$ cat src/logic/fch_pkg.sv
// package: feature ids, field layout, status codes and request carriers
//====================================================================
// Operation
// - permissive bit set: background work may overrun non-operational limits
// - permissive bit clear: background work stays within current state limits
// - setting permissive without advertised support fails invalid field
// - get of power state feature returns config word in completion dword
// - progress marker keeps its value across power state changes
// - marker word holds 8-bit load tally in bits 7:0, rest reserved
// - get of progress marker returns its word in completion dword
// - get of host tag feature returns the tag through the data buffer
// - stored host tag decides same-host membership of other controllers
// - config bit 0 picks tag width: 1 is 128-bit, 0 is 64-bit
// - fabric transports use the 128-bit tag form only
// - selecting 128-bit without advertised support fails invalid field
// - width differing from another controller fails inconsistent format
// - on fabric, any set of host tag feature fails sequence error
// - on fabric, get of host tag with 64-bit width fails invalid field
`default_nettype none
package fch_pkg;
	//====================================================================
	// feature ids and fields
	localparam logic [7:0] FID_POWER_PERMIT = 8'h11;
	localparam logic [7:0] FID_BOOT_MARKER  = 8'h80;
	localparam logic [7:0] FID_HOST_TAG     = 8'h81;
	localparam int         PERMIT_BIT       = 0;
	localparam int         WIDE_BIT         = 0;
	localparam int         TALLY_LSB        = 0;
	localparam int         TALLY_W          = 8;
	localparam logic       RST_PERMIT       = 1'b0;
	localparam logic [7:0] RST_TALLY        = 8'h00;
	localparam logic       RST_WIDE         = 1'b0;
	//====================================================================
	// completion status codes
	localparam logic [7:0] ST_SUCCESS       = 8'h00;
	localparam logic [7:0] ST_INVALID_FIELD = 8'h02;
	localparam logic [7:0] ST_SEQ_ERROR     = 8'h0C;
	localparam logic [7:0] ST_TAG_FORMAT    = 8'h22;
	localparam logic [7:0] ST_BAD_FEATURE   = 8'h0D;
	//====================================================================
	// request and answer carriers
	typedef struct packed {
		logic        is_set;
		logic [7:0]  fid;
		logic [31:0] dw11;
	} fch_req_t;
	typedef struct packed {
		logic [7:0]  status;
		logic [31:0] dw0;
		logic        buf_valid;
	} fch_cpl_t;
endpackage
`default_nettype wire

$ cat src/logic/fch_feature_handler.sv
// module: set/get feature interpreter for three configuration features
`timescale 1ns/100ps
`default_nettype none
module fch_feature_handler
(
	// clock and reset
	input  wire logic              clk,
	input  wire logic              reset,
	// capabilities and environment, same clock domain
	input  wire logic              cap_permissive,
	input  wire logic              cap_wide_tag,
	input  wire logic              fabric_mode,
	input  wire logic              peer_tag_active,
	input  wire logic              peer_tag_wide,
	input  wire logic [127:0]      peer_tag,
	input  wire logic [127:0]      host_tag_value,
	// command port
	input  wire logic              req_valid,
	input  wire fch_pkg::fch_req_t req,
	output logic                   cpl_valid,
	output fch_pkg::fch_cpl_t      cpl,
	output logic [127:0]           buf_data,
	// effects on the controller
	output logic                   background_power_overrun_enable,
	output logic [7:0]             preboot_load_tally,
	output logic                   wide_host_tag_select,
	output logic                   same_host_peer
);
	//====================================================================
	// request decode
	// set checks run in a fixed order so exactly one status comes back
	function automatic logic [7:0] check_set(input fch_pkg::fch_req_t r, input logic cp,
		input logic cw, input logic fab, input logic pa, input logic pw);
		logic w;
		w = r.dw11[fch_pkg::WIDE_BIT];
		check_set = fch_pkg::ST_SUCCESS;
		case (r.fid)
			fch_pkg::FID_POWER_PERMIT:
				if (r.dw11[fch_pkg::PERMIT_BIT] && !cp)
					check_set = fch_pkg::ST_INVALID_FIELD;
			fch_pkg::FID_BOOT_MARKER:
				check_set = fch_pkg::ST_SUCCESS;
			fch_pkg::FID_HOST_TAG:
				if (fab)
					check_set = fch_pkg::ST_SEQ_ERROR;
				else if (w && !cw)
					check_set = fch_pkg::ST_INVALID_FIELD;
				else if (pa && (pw != w))
					check_set = fch_pkg::ST_TAG_FORMAT;
			default:
				check_set = fch_pkg::ST_BAD_FEATURE;
		endcase
	endfunction

	// get checks; of the three features only a narrow tag read on fabric is refused, unknown ids get bad feature
	function automatic logic [7:0] check_get(input fch_pkg::fch_req_t r, input logic fab);
		check_get = fch_pkg::ST_SUCCESS;
		case (r.fid)
			fch_pkg::FID_POWER_PERMIT:
				check_get = fch_pkg::ST_SUCCESS;
			fch_pkg::FID_BOOT_MARKER:
				check_get = fch_pkg::ST_SUCCESS;
			fch_pkg::FID_HOST_TAG:
				if (fab && !r.dw11[fch_pkg::WIDE_BIT])
					check_get = fch_pkg::ST_INVALID_FIELD;
			default:
				check_get = fch_pkg::ST_BAD_FEATURE;
		endcase
	endfunction

	// request of the given feature, qualified by a strobe
	function automatic logic hits(input logic v, input fch_pkg::fch_req_t r,
		input logic [7:0] f);
		hits = v && (r.fid == f);
	endfunction

	// zero tag means no shared host, so it never matches anyone
	function automatic logic tag_equal(input logic [127:0] mine, input logic [127:0] theirs,
		input logic wide);
		if (wide)
			tag_equal = (mine != 128'h0) && (theirs == mine);
		else
			tag_equal = (mine[63:0] != 64'h0) && (theirs[63:0] == mine[63:0]);
	endfunction

	//====================================================================
	// internal state and answer registers
	// decoded request
	logic [7:0]   set_status;
	logic [7:0]   get_status;
	logic         set_ok;
	logic         get_ok;
	logic         eff_wide;
	// stored features
	logic         permit_reg;
	logic [7:0]   tally_reg;
	logic         wide_reg;
	logic         peer_match_reg;
	// answer registers
	logic         cpl_valid_reg;
	logic [7:0]   status_reg;
	logic [31:0]  dw0_reg;
	logic         buf_valid_reg;
	logic [127:0] buf_data_reg;

	assign set_status = check_set(req, cap_permissive, cap_wide_tag, fabric_mode,
		peer_tag_active, peer_tag_wide);
	assign get_status = check_get(req, fabric_mode);
	assign set_ok     = req_valid && req.is_set && (set_status == fch_pkg::ST_SUCCESS);
	assign get_ok     = req_valid && !req.is_set && (get_status == fch_pkg::ST_SUCCESS);
	// fabric links always run the wide form regardless of stored bit
	assign eff_wide   = fabric_mode | wide_reg;

	//====================================================================
	// feature state; plain registers, untouched by power state changes
	// permission only gates the power manager; the limits themselves live there
	always_ff @(posedge clk)
	begin
		if (reset)
			permit_reg <= fch_pkg::RST_PERMIT;
		else if (hits(set_ok, req, fch_pkg::FID_POWER_PERMIT))
			permit_reg <= req.dw11[fch_pkg::PERMIT_BIT];
	end

	// tally stored as written; saturation is the loader's job
	always_ff @(posedge clk)
	begin
		if (reset)
			tally_reg <= fch_pkg::RST_TALLY;
		else if (hits(set_ok, req, fch_pkg::FID_BOOT_MARKER))
			tally_reg <= req.dw11[fch_pkg::TALLY_LSB +: fch_pkg::TALLY_W];
	end

	// width bit only; the tag payload itself is held outside
	always_ff @(posedge clk)
	begin
		if (reset)
			wide_reg <= fch_pkg::RST_WIDE;
		else if (hits(set_ok, req, fch_pkg::FID_HOST_TAG))
			wide_reg <= req.dw11[fch_pkg::WIDE_BIT];
	end

	// same-host compare follows the width in use right now
	always_ff @(posedge clk)
	begin
		if (reset)
			peer_match_reg <= 1'h0;
		else
			peer_match_reg <= peer_tag_active && tag_equal(host_tag_value, peer_tag, eff_wide);
	end

	//====================================================================
	// completion answers
	// every request is taken; the answer strobe follows one cycle later
	always_ff @(posedge clk)
	begin
		if (reset)
			cpl_valid_reg <= 1'h0;
		else
			cpl_valid_reg <= req_valid;
	end

	// zero status when idle keeps the whole answer word clean
	always_ff @(posedge clk)
	begin
		if (reset)
			status_reg <= fch_pkg::ST_SUCCESS;
		else if (req_valid && req.is_set)
			status_reg <= set_status;
		else if (req_valid)
			status_reg <= get_status;
		else
			status_reg <= fch_pkg::ST_SUCCESS;
	end

	// only the two dword features answer in the completion word
	always_ff @(posedge clk)
	begin
		if (reset)
			dw0_reg <= 32'h0;
		else if (hits(get_ok, req, fch_pkg::FID_POWER_PERMIT))
			dw0_reg <= {31'h0, permit_reg};
		else if (hits(get_ok, req, fch_pkg::FID_BOOT_MARKER))
			dw0_reg <= {24'h0, tally_reg};
		else
			dw0_reg <= 32'h0;
	end

	// tag goes through the data buffer, never the completion word
	always_ff @(posedge clk)
	begin
		if (reset)
			buf_valid_reg <= 1'h0;
		else
			buf_valid_reg <= hits(get_ok, req, fch_pkg::FID_HOST_TAG);
	end

	// narrow form zero-extends so stale upper bits never leak
	always_ff @(posedge clk)
	begin
		if (reset)
			buf_data_reg <= 128'h0;
		else if (!hits(get_ok, req, fch_pkg::FID_HOST_TAG))
			buf_data_reg <= 128'h0;
		else if (eff_wide)
			buf_data_reg <= host_tag_value;
		else
			buf_data_reg <= {64'h0, host_tag_value[63:0]};
	end

	//====================================================================
	// outputs, each taken straight from its register
	assign cpl_valid                       = cpl_valid_reg;
	assign cpl                             = '{status_reg, dw0_reg, buf_valid_reg};
	assign buf_data                        = buf_data_reg;
	assign background_power_overrun_enable = permit_reg;
	assign preboot_load_tally              = tally_reg;
	assign wide_host_tag_select            = wide_reg;
	assign same_host_peer                  = peer_match_reg;
endmodule
`default_nettype wire

$ cat config.mk
export PLATFORM = sky130hd
export DESIGN_NAME = fch_feature_handler
export DESIGN_NICKNAME = d
export VERILOG_FILES = /design/src/logic/fch_pkg.sv /design/src/logic/fch_feature_handler.sv
export SDC_FILE = /design/constraint.sdc
export NUM_CORES = 1
export LEC_CHECK = 0
export ABC_AREA = 1
export BUFFER_PORTS_ARGS = -buffer_cell sky130_fd_sc_hd__buf_4
export CORE_AREA = 5 5 183 185
export CTS_CLUSTER_SIZE = 8
export DETAILED_ROUTE_END_ITERATION = 7
export DIE_AREA = 0 0 188 190
export GPL_TIMING_DRIVEN = 0
export SETUP_SLACK_MARGIN = 0.15
export SLEW_MARGIN = 20
export SYNTH_ARGS = -nofsm -noshare
export SYNTH_HDL_FRONTEND = slang
export SYNTH_SLANG_ARGS = --single-unit
$ cat constraint.sdc
create_clock -name clk -period 1.9 [get_ports clk]
set_clock_uncertainty 0.05 [all_clocks]
set_input_delay 0.19 -clock clk [delete_from_list [all_inputs] [get_ports clk]]
set_output_delay 0.19 -clock clk [all_outputs]
set_load 0.01 [all_outputs]
==> impl_metrics.py, run 1 <==
metrics = {
    "synthesis": {
        "yosysWarnings": 0,
        "seq_area_frac_synth_pct": 41.7,
        "synthCells": 1101,
        "ys_ff_latch": 153,
        "synth_top_area_cell": "dfxtp_1",
        "syn_area_mm2": 0.00734,
        "yosys.cell_types.count": 26,
        "synth.avg_cell_area_um2": 6.66,
        "synth_area_leaders": "dfxtp_1 (42%), nand2_1 (14%), nor2_1 (14%)",
        "synth_top_area_share_pct": 41.7,
    },
    "power_and_ir_drop": {
        "pwr-share-clk_pct": 43.2,
        "irDropWorstVdd_v": 0.000515,
        "pwr-share-comb_pct": 17.8,
        "switching_share_pct": 26.9,
        "power_switching_uw": 2210,
        "p_leak_uw": 0.00712,
        "seqPwrFrac_pct": 39.0,
        "intPower_uw": 6020,
        "power_density_mw_per_mm2": 621,
    },
    "detailed_routing": {
        "drtIter0Drc": 253,
        "firstDrtPassIters": 4,
        "via_per_inst": 3.96,
        "detail-route-antenna-nets": 0,
        "wl_um": 35200,
        "num_vias": 8481,
        "routedWlPerCell_um": 16.4,
        "drc": 0,
    },
    "clock_tree": {
        "clkLatencyLatePin_ps": 420,
        "cts_buffer_depth": 2,
        "cts_inserted_buffers": 17,
        "clkSinkCount": 153,
        "cts_root_buf": "clkbuf_16",
        "clk_pin_slew_ps": 70,
        "cts_tree": "yes",
        "cts_htree_levels": 4,
    },
    "die": {
        "core_area_mm2": 0.0319,
        "io_pins": 486,
        "die_h_um": 190,
        "die_area_mm2": 0.0357,
        "dieWidth_um": 188,
        "initial_core_util_pct": 23.0,
        "rows": 66,
    },
    "global_routing": {
        "grt_max_degree": 17,
        "grt_usage_pct": 19.2,
        "use_met2_pct": 35.6,
        "grt_pass1_vias": 8815,
        "grt_overflow": 0,
        "grt_pass1_wl_um": 51600,
        "grtUsageMet3_pct": 7.69,
        "antenna_found_initial": 4,
        "use_met1_pct": 19.3,
        "grt_busiest_layer": "met2",
    },
    "placement": {
        "gp_congestion": 0.892,
        "port_buffers": 434,
        "hpwlAfterDp_um": 29100,
    },
    "final_layout": {
        "syn2layout_area_growth_pct": 80.7,
        "layout_common_cells": "buf_4 (469), nand2_1 (270), nor2_1 (258)",
        "largest_reg_flops": 128,
        "drive_above_1_share_pct": 33.0,
        "utilization_pct": 41.6,
        "finalNetCount": 2022,
        "final_common_cell": "buf_4",
    },
    "worst_setup_path": {
        "rr_worst_depth": 5,
        "criticalPathCategory": "primary input to flop",
        "worst_setup_path_end_kind": "flop",
        "slowest_stage": "dlygate4sd3_1",
        "timing.rr.start": "wide_host_tag_select",
        "required_ps": 2190,
        "cp.arrival_ps": 1980,
        "crit_path_frequent_cell": "buf_4",
        "critPathMaxFanout": 10,
        "path_cells": "dlygate4sd3_1, buf_4, nor2_1, nand2_1, nor3_4, buf_4, inv_4, buf_4, nor2_1",
        "reg2reg_to": "buf_data[124]",
        "max_stage_delay_ps": 550,
        "worstSetupStartpointType": "primary input",
        "r2r_slack_ps": 670,
    },
    "timing": {
        "fmax_mhz": 591,
        "worst_pin_slew_ps": 579,
        "fin_setup_tns_ps": 0,
        "fin_crit_ps": 1690,
        "fin_crit_sh_pct": 89.1,
        "whs_ps": 37.7,
        "finalSetupViolCount": 0,
        "maxSlewHeadroom_pct": 61.1,
        "drv_slew": 0,
        "grt_setup_unrepaired": "false",
        "hold_viol": 0,
    },
    "status": {
        "outcome": "complete, no violations",
    },
    "min_path": {
        "hold_class": "primary input to flop",
        "min_to": "buf_data[58]",
        "hold_depth": 3,
        "min-delay-start": "host_tag_value[58]",
    },
    "flow_run": {
        "drv_cap": 0,
    },
}
==> metal layers <==
layer  routed length [um]  vias up
li1                     -     4349
met3                 3050       47
met4                 1060        4
met2                18100      348
met1                12900     3733
met5                   21        -
==> critical path, delay by kind of cell <==
| family | cells | cell delay (ps) |
|---|---|---|
| buffers and inverters | 5 | 1100 |
| AND/OR/NAND/NOR | 4 | 680 |
==> synth_stat cells <==
library cell,instances
or2_1,1
nor3_4,1
dfxtp_1,153
buf_4,35
inv_2,2
nor4_1,1
nand3_2,1
inv_1,203
xnor2_1,63
nor3_1,1
nor2_2,32
inv_4,1
nand2_4,1
o21ai_0,14
nand3_4,1
nand2_2,1
xor2_1,2
clkbuf_1,1
nand3_1,13
o22ai_1,3
conb_1,1
nand2_1,274
nor2_1,274
a21oi_1,3
nand4_1,12
buf_6,7
==> worst max-delay path by stage <==
stage / start / to / slack (ps) / cells past startpoint
finish: req[40] / buf_data[45] / 210 / 9
detailed placement: req[35] / buf_data[4] / -80 / 12
floorplan: req[35] / buf_data[100] / 450 / 11
global route: host_tag_value[2] / same_host_peer / 130 / 12
global placement: req[35] / buf_data[4] / -60 / 12
CTS: host_tag_value[121] / same_host_peer / 150 / 12
==> final cells by class <==
type | instances | area (um^2)
timing repair buffer | 571 | 4630
fill | 3193 | 18600
antenna | 2 | 5.00
clock inverter | 15 | 174
inverter | 206 | 776
buffer | 43 | 345
tap | 408 | 510
sequential | 153 | 3060
multi-input combinational | 725 | 3320
clock buffer | 17 | 425
==> kinds of logic after synthesis <==
kind of cell	share of synthesized area (%)
XOR/XNOR	7.76
flip-flops	41.7
AO/OA/AOI/OAI	1.42
other	0.0511
buffers and inverters	15.3
AND/OR/NAND/NOR	33.7
==> metrics by stage <==
stage | setup slack [ps] | instance area, um^2 | power, uW | cells
floorplan | 448 | 7430 | 3780 | 1127
global placement | -62.4 | 11200 | 4500 | 1969
detailed placement | -79.7 | 11200 | 4510 | 1969
CTS | 153 | 13200 | 8360 | 2136
global route | 128 | 13300 | 8630 | 2140
finish | 207 | 13300 | 8230 | 2140
==> power groups by stage <==
| stage | registers (uW) | logic, uW | clock network [uW] |
|---|---|---|---|
| global placement | 3280 | 1210 | 0 |
| CTS | 3210 | 1450 | 3700 |
| finish | 3210 | 1470 | 3550 |
| detailed placement | 3280 | 1230 | 0 |
| floorplan | 3290 | 493 | 0 |
| global route | 3210 | 1600 | 3820 |
==> repair_timing <==
item	in CTS	in global routing
setup endpoints to repair	0	16
hold buffers	135	0
hold endpoints to repair	135	0
setup buffers	0	2
resized for setup	0	28
Note: power is estimated with default switching activity, not from simulation.
==> inputs of run 2 (changes only) <==
Settings changed: BUFFER_PORTS_ARGS -buffer_cell sky130_fd_sc_hd__buf_4 to not set, CORE_AREA 5 5 183 185 to not set, CORE_ASPECT_RATIO set to 0.5, CORE_MARGIN set to 5, CORE_UTILIZATION set to 28, DIE_AREA 0 0 188 190 to not set, DONT_BUFFER_PORTS set to 1.
==> impl_metrics.py, run 2 (synthesis results as in run 1) <==
metrics = {
    "status": {
        "outcome": "complete, no violations",
    },
    "worst_setup_path": {
        "cp.arrival_ps": 2000,
        "critPathMaxFanout": 10,
        "required_ps": 2230,
        "worstSetupStartpointType": "primary input",
        "r2r_slack_ps": 500,
        "criticalPathCategory": "primary input to flop",
        "worst_setup_path_end_kind": "flop",
        "rr_worst_depth": 5,
    },
    "global_routing": {
        "antenna_found_initial": 1,
        "grtUsageMet3_pct": 6.70,
        "use_met1_pct": 21.5,
        "grt_usage_pct": 19.5,
        "grt_pass1_wl_um": 43800,
        "use_met2_pct": 34.2,
        "grt_max_degree": 17,
        "grt_pass1_vias": 7245,
        "grt_busiest_layer": "met2",
        "grt_overflow": 0,
    },
    "final_layout": {
        "fill_cells": 2650,
        "drive_above_1_share_pct": 8.83,
        "syn2layout_area_growth_pct": 35.4,
        "largest_reg_flops": 128,
        "insertedDiodeCount": 0,
        "utilization_pct": 39.0,
        "layout_common_cells": "nand2_1 (274), nor2_1 (274), inv_1 (203)",
        "finalNetCount": 1596,
        "fin_area_mm2": 0.00993,
    },
    "power_and_ir_drop": {
        "power_density_mw_per_mm2": 776,
        "p_leak_uw": 0.00496,
        "irDropWorstVdd_v": 0.000597,
    },
    "timing": {
        "hold_viol": 0,
        "maxSlewHeadroom_pct": 66.2,
        "fmax_mhz": 596,
        "worst_pin_slew_ps": 507,
        "fin_crit_sh_pct": 88.3,
        "fin_crit_ps": 1680,
        "fin_setup_tns_ps": 0,
        "drv_slew": 0,
        "finalSetupViolCount": 0,
        "grt_setup_unrepaired": "true",
    },
    "detailed_routing": {
        "num_vias": 7138,
        "routedWlPerCell_um": 18.4,
        "firstDrtPassIters": 5,
        "drc": 0,
        "drtIter0Drc": 495,
        "detail-route-antenna-nets": 0,
        "via_per_inst": 4.33,
        "wl_um": 30300,
    },
    "min_path": {
        "hold_depth": 5,
        "hold_class": "primary input to flop",
    },
    "clock_tree": {
        "clkSinkCount": 153,
        "cts_htree_levels": 4,
        "cts_tree": "yes",
        "cts_buffer_depth": 2,
        "cts_inserted_buffers": 17,
        "clkLatencyLatePin_ps": 440,
        "cts_root_buf": "clkbuf_16",
        "clk_pin_slew_ps": 60,
    },
    "die": {
        "rows": 41,
        "dieWidth_um": 239,
        "io_pins": 486,
        "die_area_mm2": 0.0297,
        "die_h_um": 124,
        "core_area_mm2": 0.0255,
        "initial_core_util_pct": 28.8,
    },
    "flow_run": {
        "drv_cap": 0,
    },
    "placement": {
        "dpl_cell_area_mm2": 0.00787,
        "hpwlAfterDp_um": 23000,
        "port_buffers": 0,
        "gp_congestion": 0.950,
    },
}
==> run 2: cell types whose count changed in the layout (fill, tap and decap cells not counted), moves of 3 or more <==
cell and delta:
buf_4 -432, clkbuf_8 +4, dlygate4sd3_1 +7, inv_6 -7
nand2_1 +4, nor2_1 +16, nor2_2 -13, nor2_4 -3
==> run 2: worst paths after layout <==
check | from | to
max | fabric_mode | buf_data[97]
min | peer_tag[27] | same_host_peer
max reg2reg | wide_host_tag_select | buf_data[126]
min reg2reg | preboot_load_tally[5] | dw0_reg[5]
==> run 2: area by class of cell <==
type | count | area, um^2 | share of cell area [%]
Tap cell | 344 | 430 | 4.33
Sequential cell | 153 | 3060 | 30.8
Clock buffer | 22 | 484 | 4.88
Timing Repair Buffer | 144 | 1440 | 14.5
Clock inverter | 9 | 138 | 1.39
Buffer | 43 | 345 | 3.48
Inverter | 206 | 776 | 7.81
Multi-Input combinational cell | 726 | 3260 | 32.8
==> run 2: critical path: stages <==
cell and delay, ps:
dlygate4sd3_1 610, inv_1 140, nor2_2 70, nand2_1 60
nand2_1 90, nor3_4 270, buf_4 200, nand2_2 100
buf_6 180, nor2_2 90
==> run 2: per-layer routing <==
layer	part of all wire [%]	vias up
met3	8.8	77
met1	38	3159
met4	3.6	2
met5	0.023	-
met2	50	397
li1	-	3503
==> run 2: power breakdown <==
part / internal (uW) / switching, uW / leakage (uW)
Combinational: 462 / 413 / 0.00343
Clock: 2210 / 1410 / 0.000303
Sequential: 3210 / 5.24 / 0.00123
==> run 2: stage by stage <==
stage / std cells / setup WS, ps / hold WS [ps] / power (uW)
5_1_grt: 1647 / 140 / 85.6 / 8040
6_report: 1647 / 222 / 53.0 / 7700
3_3_place_gp: 1471 / 130 / 214 / 3880
3_5_place_dp: 1471 / 136 / 217 / 3890
2_1_floorplan: 1127 / 448 / 209 / 3780
4_1_cts: 1644 / 234 / 43.7 / 7790
==> run 2: what timing repair did <==
action,in CTS,in global routing
hold endpoints to repair,146,0
setup buffers,0,2
setup endpoints to repair,0,9
gates resized for setup,0,1
hold buffers,142,0
==> inputs of run 3 (changes only) <==
==> constraint.sdc (replaced) <==
create_clock -name clk -period 1.9 [get_ports clk]
set_clock_uncertainty 0.05 [all_clocks]
set_input_delay 0.475 -clock clk [delete_from_list [all_inputs] [get_ports clk]]
set_output_delay 0.475 -clock clk [all_outputs]
set_load 0.01 [all_outputs]
==> impl_metrics.py, run 3 (synthesis results as in run 1) <==
metrics = {
    "status": {
        "outcome": "complete, no violations",
    },
    "final_layout": {
        "layout_common_cells": "nand2_1 (274), nor2_1 (274), inv_1 (203)",
        "finalNetCount": 1451,
        "syn2layout_area_growth_pct": 15.7,
        "largest_reg_flops": 128,
        "drive_above_1_share_pct": 9.67,
        "fin_area_mm2": 0.00849,
        "fill_cells": 2776,
        "insertedDiodeCount": 0,
        "final_cells": 1502,
    },
    "placement": {
        "gp_congestion": 0.950,
        "hpwlAfterDp_um": 23000,
        "placedCellCount": 1471,
        "dpl_cell_area_mm2": 0.00787,
        "port_buffers": 0,
        "place_ws_ps": -149,
    },
    "min_path": {
        "hold_depth": 1,
        "hold_class": "primary input to flop",
    },
    "timing": {
        "hold_viol": 0,
        "whs_ps": 55.6,
        "fmax_mhz": 634,
        "fin_setup_tns_ps": 0,
        "fin_crit_ps": 1580,
        "grt_setup_unrepaired": "false",
        "drv_slew": 0,
        "finalSetupViolCount": 0,
        "layout_setup_ws_ps": 322,
        "fin_crit_sh_pct": 83.1,
    },
    "clock_tree": {
        "postCtsHoldBufs": 0,
        "clkSinkCount": 153,
        "cts_tree": "yes",
        "postCtsSetupBuffers": 0,
        "clkLatencyLatePin_ps": 430,
        "cts_inserted_buffers": 17,
        "ctsResizeCount": 0,
        "clk_pin_slew_ps": 60,
        "cts_htree_levels": 4,
        "cts_root_buf": "clkbuf_16",
        "cts_buffer_depth": 2,
    },
    "global_routing": {
        "grt_pass1_vias": 6050,
        "grtUsageMet3_pct": 5.80,
        "grt_pass1_wl_um": 38600,
        "antenna_found_initial": 1,
        "grt_usage_pct": 17.4,
        "use_met2_pct": 29.9,
        "grt_max_degree": 17,
        "use_met1_pct": 20.1,
        "grt_busiest_layer": "met2",
        "grt_overflow": 0,
    },
    "die": {
        "die_h_um": 124,
        "rows": 41,
        "die_area_mm2": 0.0297,
        "dieWidth_um": 239,
        "io_pins": 486,
        "core_area_mm2": 0.0255,
        "initial_core_util_pct": 28.8,
    },
    "worst_setup_path": {
        "worst_setup_path_end_kind": "flop",
        "rr_worst_depth": 5,
        "criticalPathCategory": "primary input to flop",
        "worstSetupStartpointType": "primary input",
        "r2r_slack_ps": 600,
        "cp.arrival_ps": 1850,
        "required_ps": 2170,
        "critPathMaxFanout": 10,
    },
    "detailed_routing": {
        "routedWlPerCell_um": 17.9,
        "wl_um": 26900,
        "via_per_inst": 4.15,
        "firstDrtPassIters": 6,
        "drtIter0Drc": 434,
        "drc": 0,
        "num_vias": 6230,
        "detail-route-antenna-nets": 0,
    },
    "flow_run": {
        "drv_cap": 0,
    },
    "power_and_ir_drop": {
        "irDropWorstVdd_v": 0.000604,
        "power_density_mw_per_mm2": 873,
        "p_leak_uw": 0.00435,
    },
}
[run 3: metrics by stage]
step | util (%) | total power, uW
global route | 33.3 | 7760
CTS | 33.3 | 7530
detailed placement | 30.8 | 3890
global placement | 30.8 | 3880
floorplan | - | 3780
finish | 33.3 | 7410
[run 3: critical path: stages]
cell and delay [ps]:
nor2_1 130, inv_1 70, nor2_1 150, nand2_2 150, nor2_2 150, nand2_1 70, nand2_1 120, nor3_4 70
nand2_4 170, buf_6 230, nor2_2 50
[run 3: where the power goes]
| group | switching (uW) | internal, uW | total (uW) | leakage (uW) |
|---|---|---|---|---|
| Sequential | 5.12 | 3210 | 3220 | 0.00123 |
| Clock | 1390 | 2210 | 3600 | 0.000303 |
| Combinational | 327 | 273 | 600 | 0.00281 |
| Total | 1720 | 5690 | 7410 | 0.00435 |
[run 3: area by class of cell]
type	count	area, um^2	area share (%)
well taps	344	430	5.07
flip-flops and latches	153	3060	36.1
inverters	206	776	9.14
clock buffers	22	484	5.71
clock inverters	9	138	1.62
plain buffers	43	345	4.07
multi-input cells	725	3250	38.3
[run 3: final timing paths]
kind | start | end
setup reg to reg | wide_host_tag_select | buf_data[64]
hold reg to reg | preboot_load_tally[4] | dw0_reg[4]
setup / recovery | req[37] | buf_data[107]
hold / removal | reset | status_reg[1]
[run 3: routing by layer]
metal / wire length [um] / part of all wire, %
met5: 7 / 0.026
met1: 10800 / 40
met4: 750 / 2.8
met3: 2050 / 7.6
met2: 13300 / 49
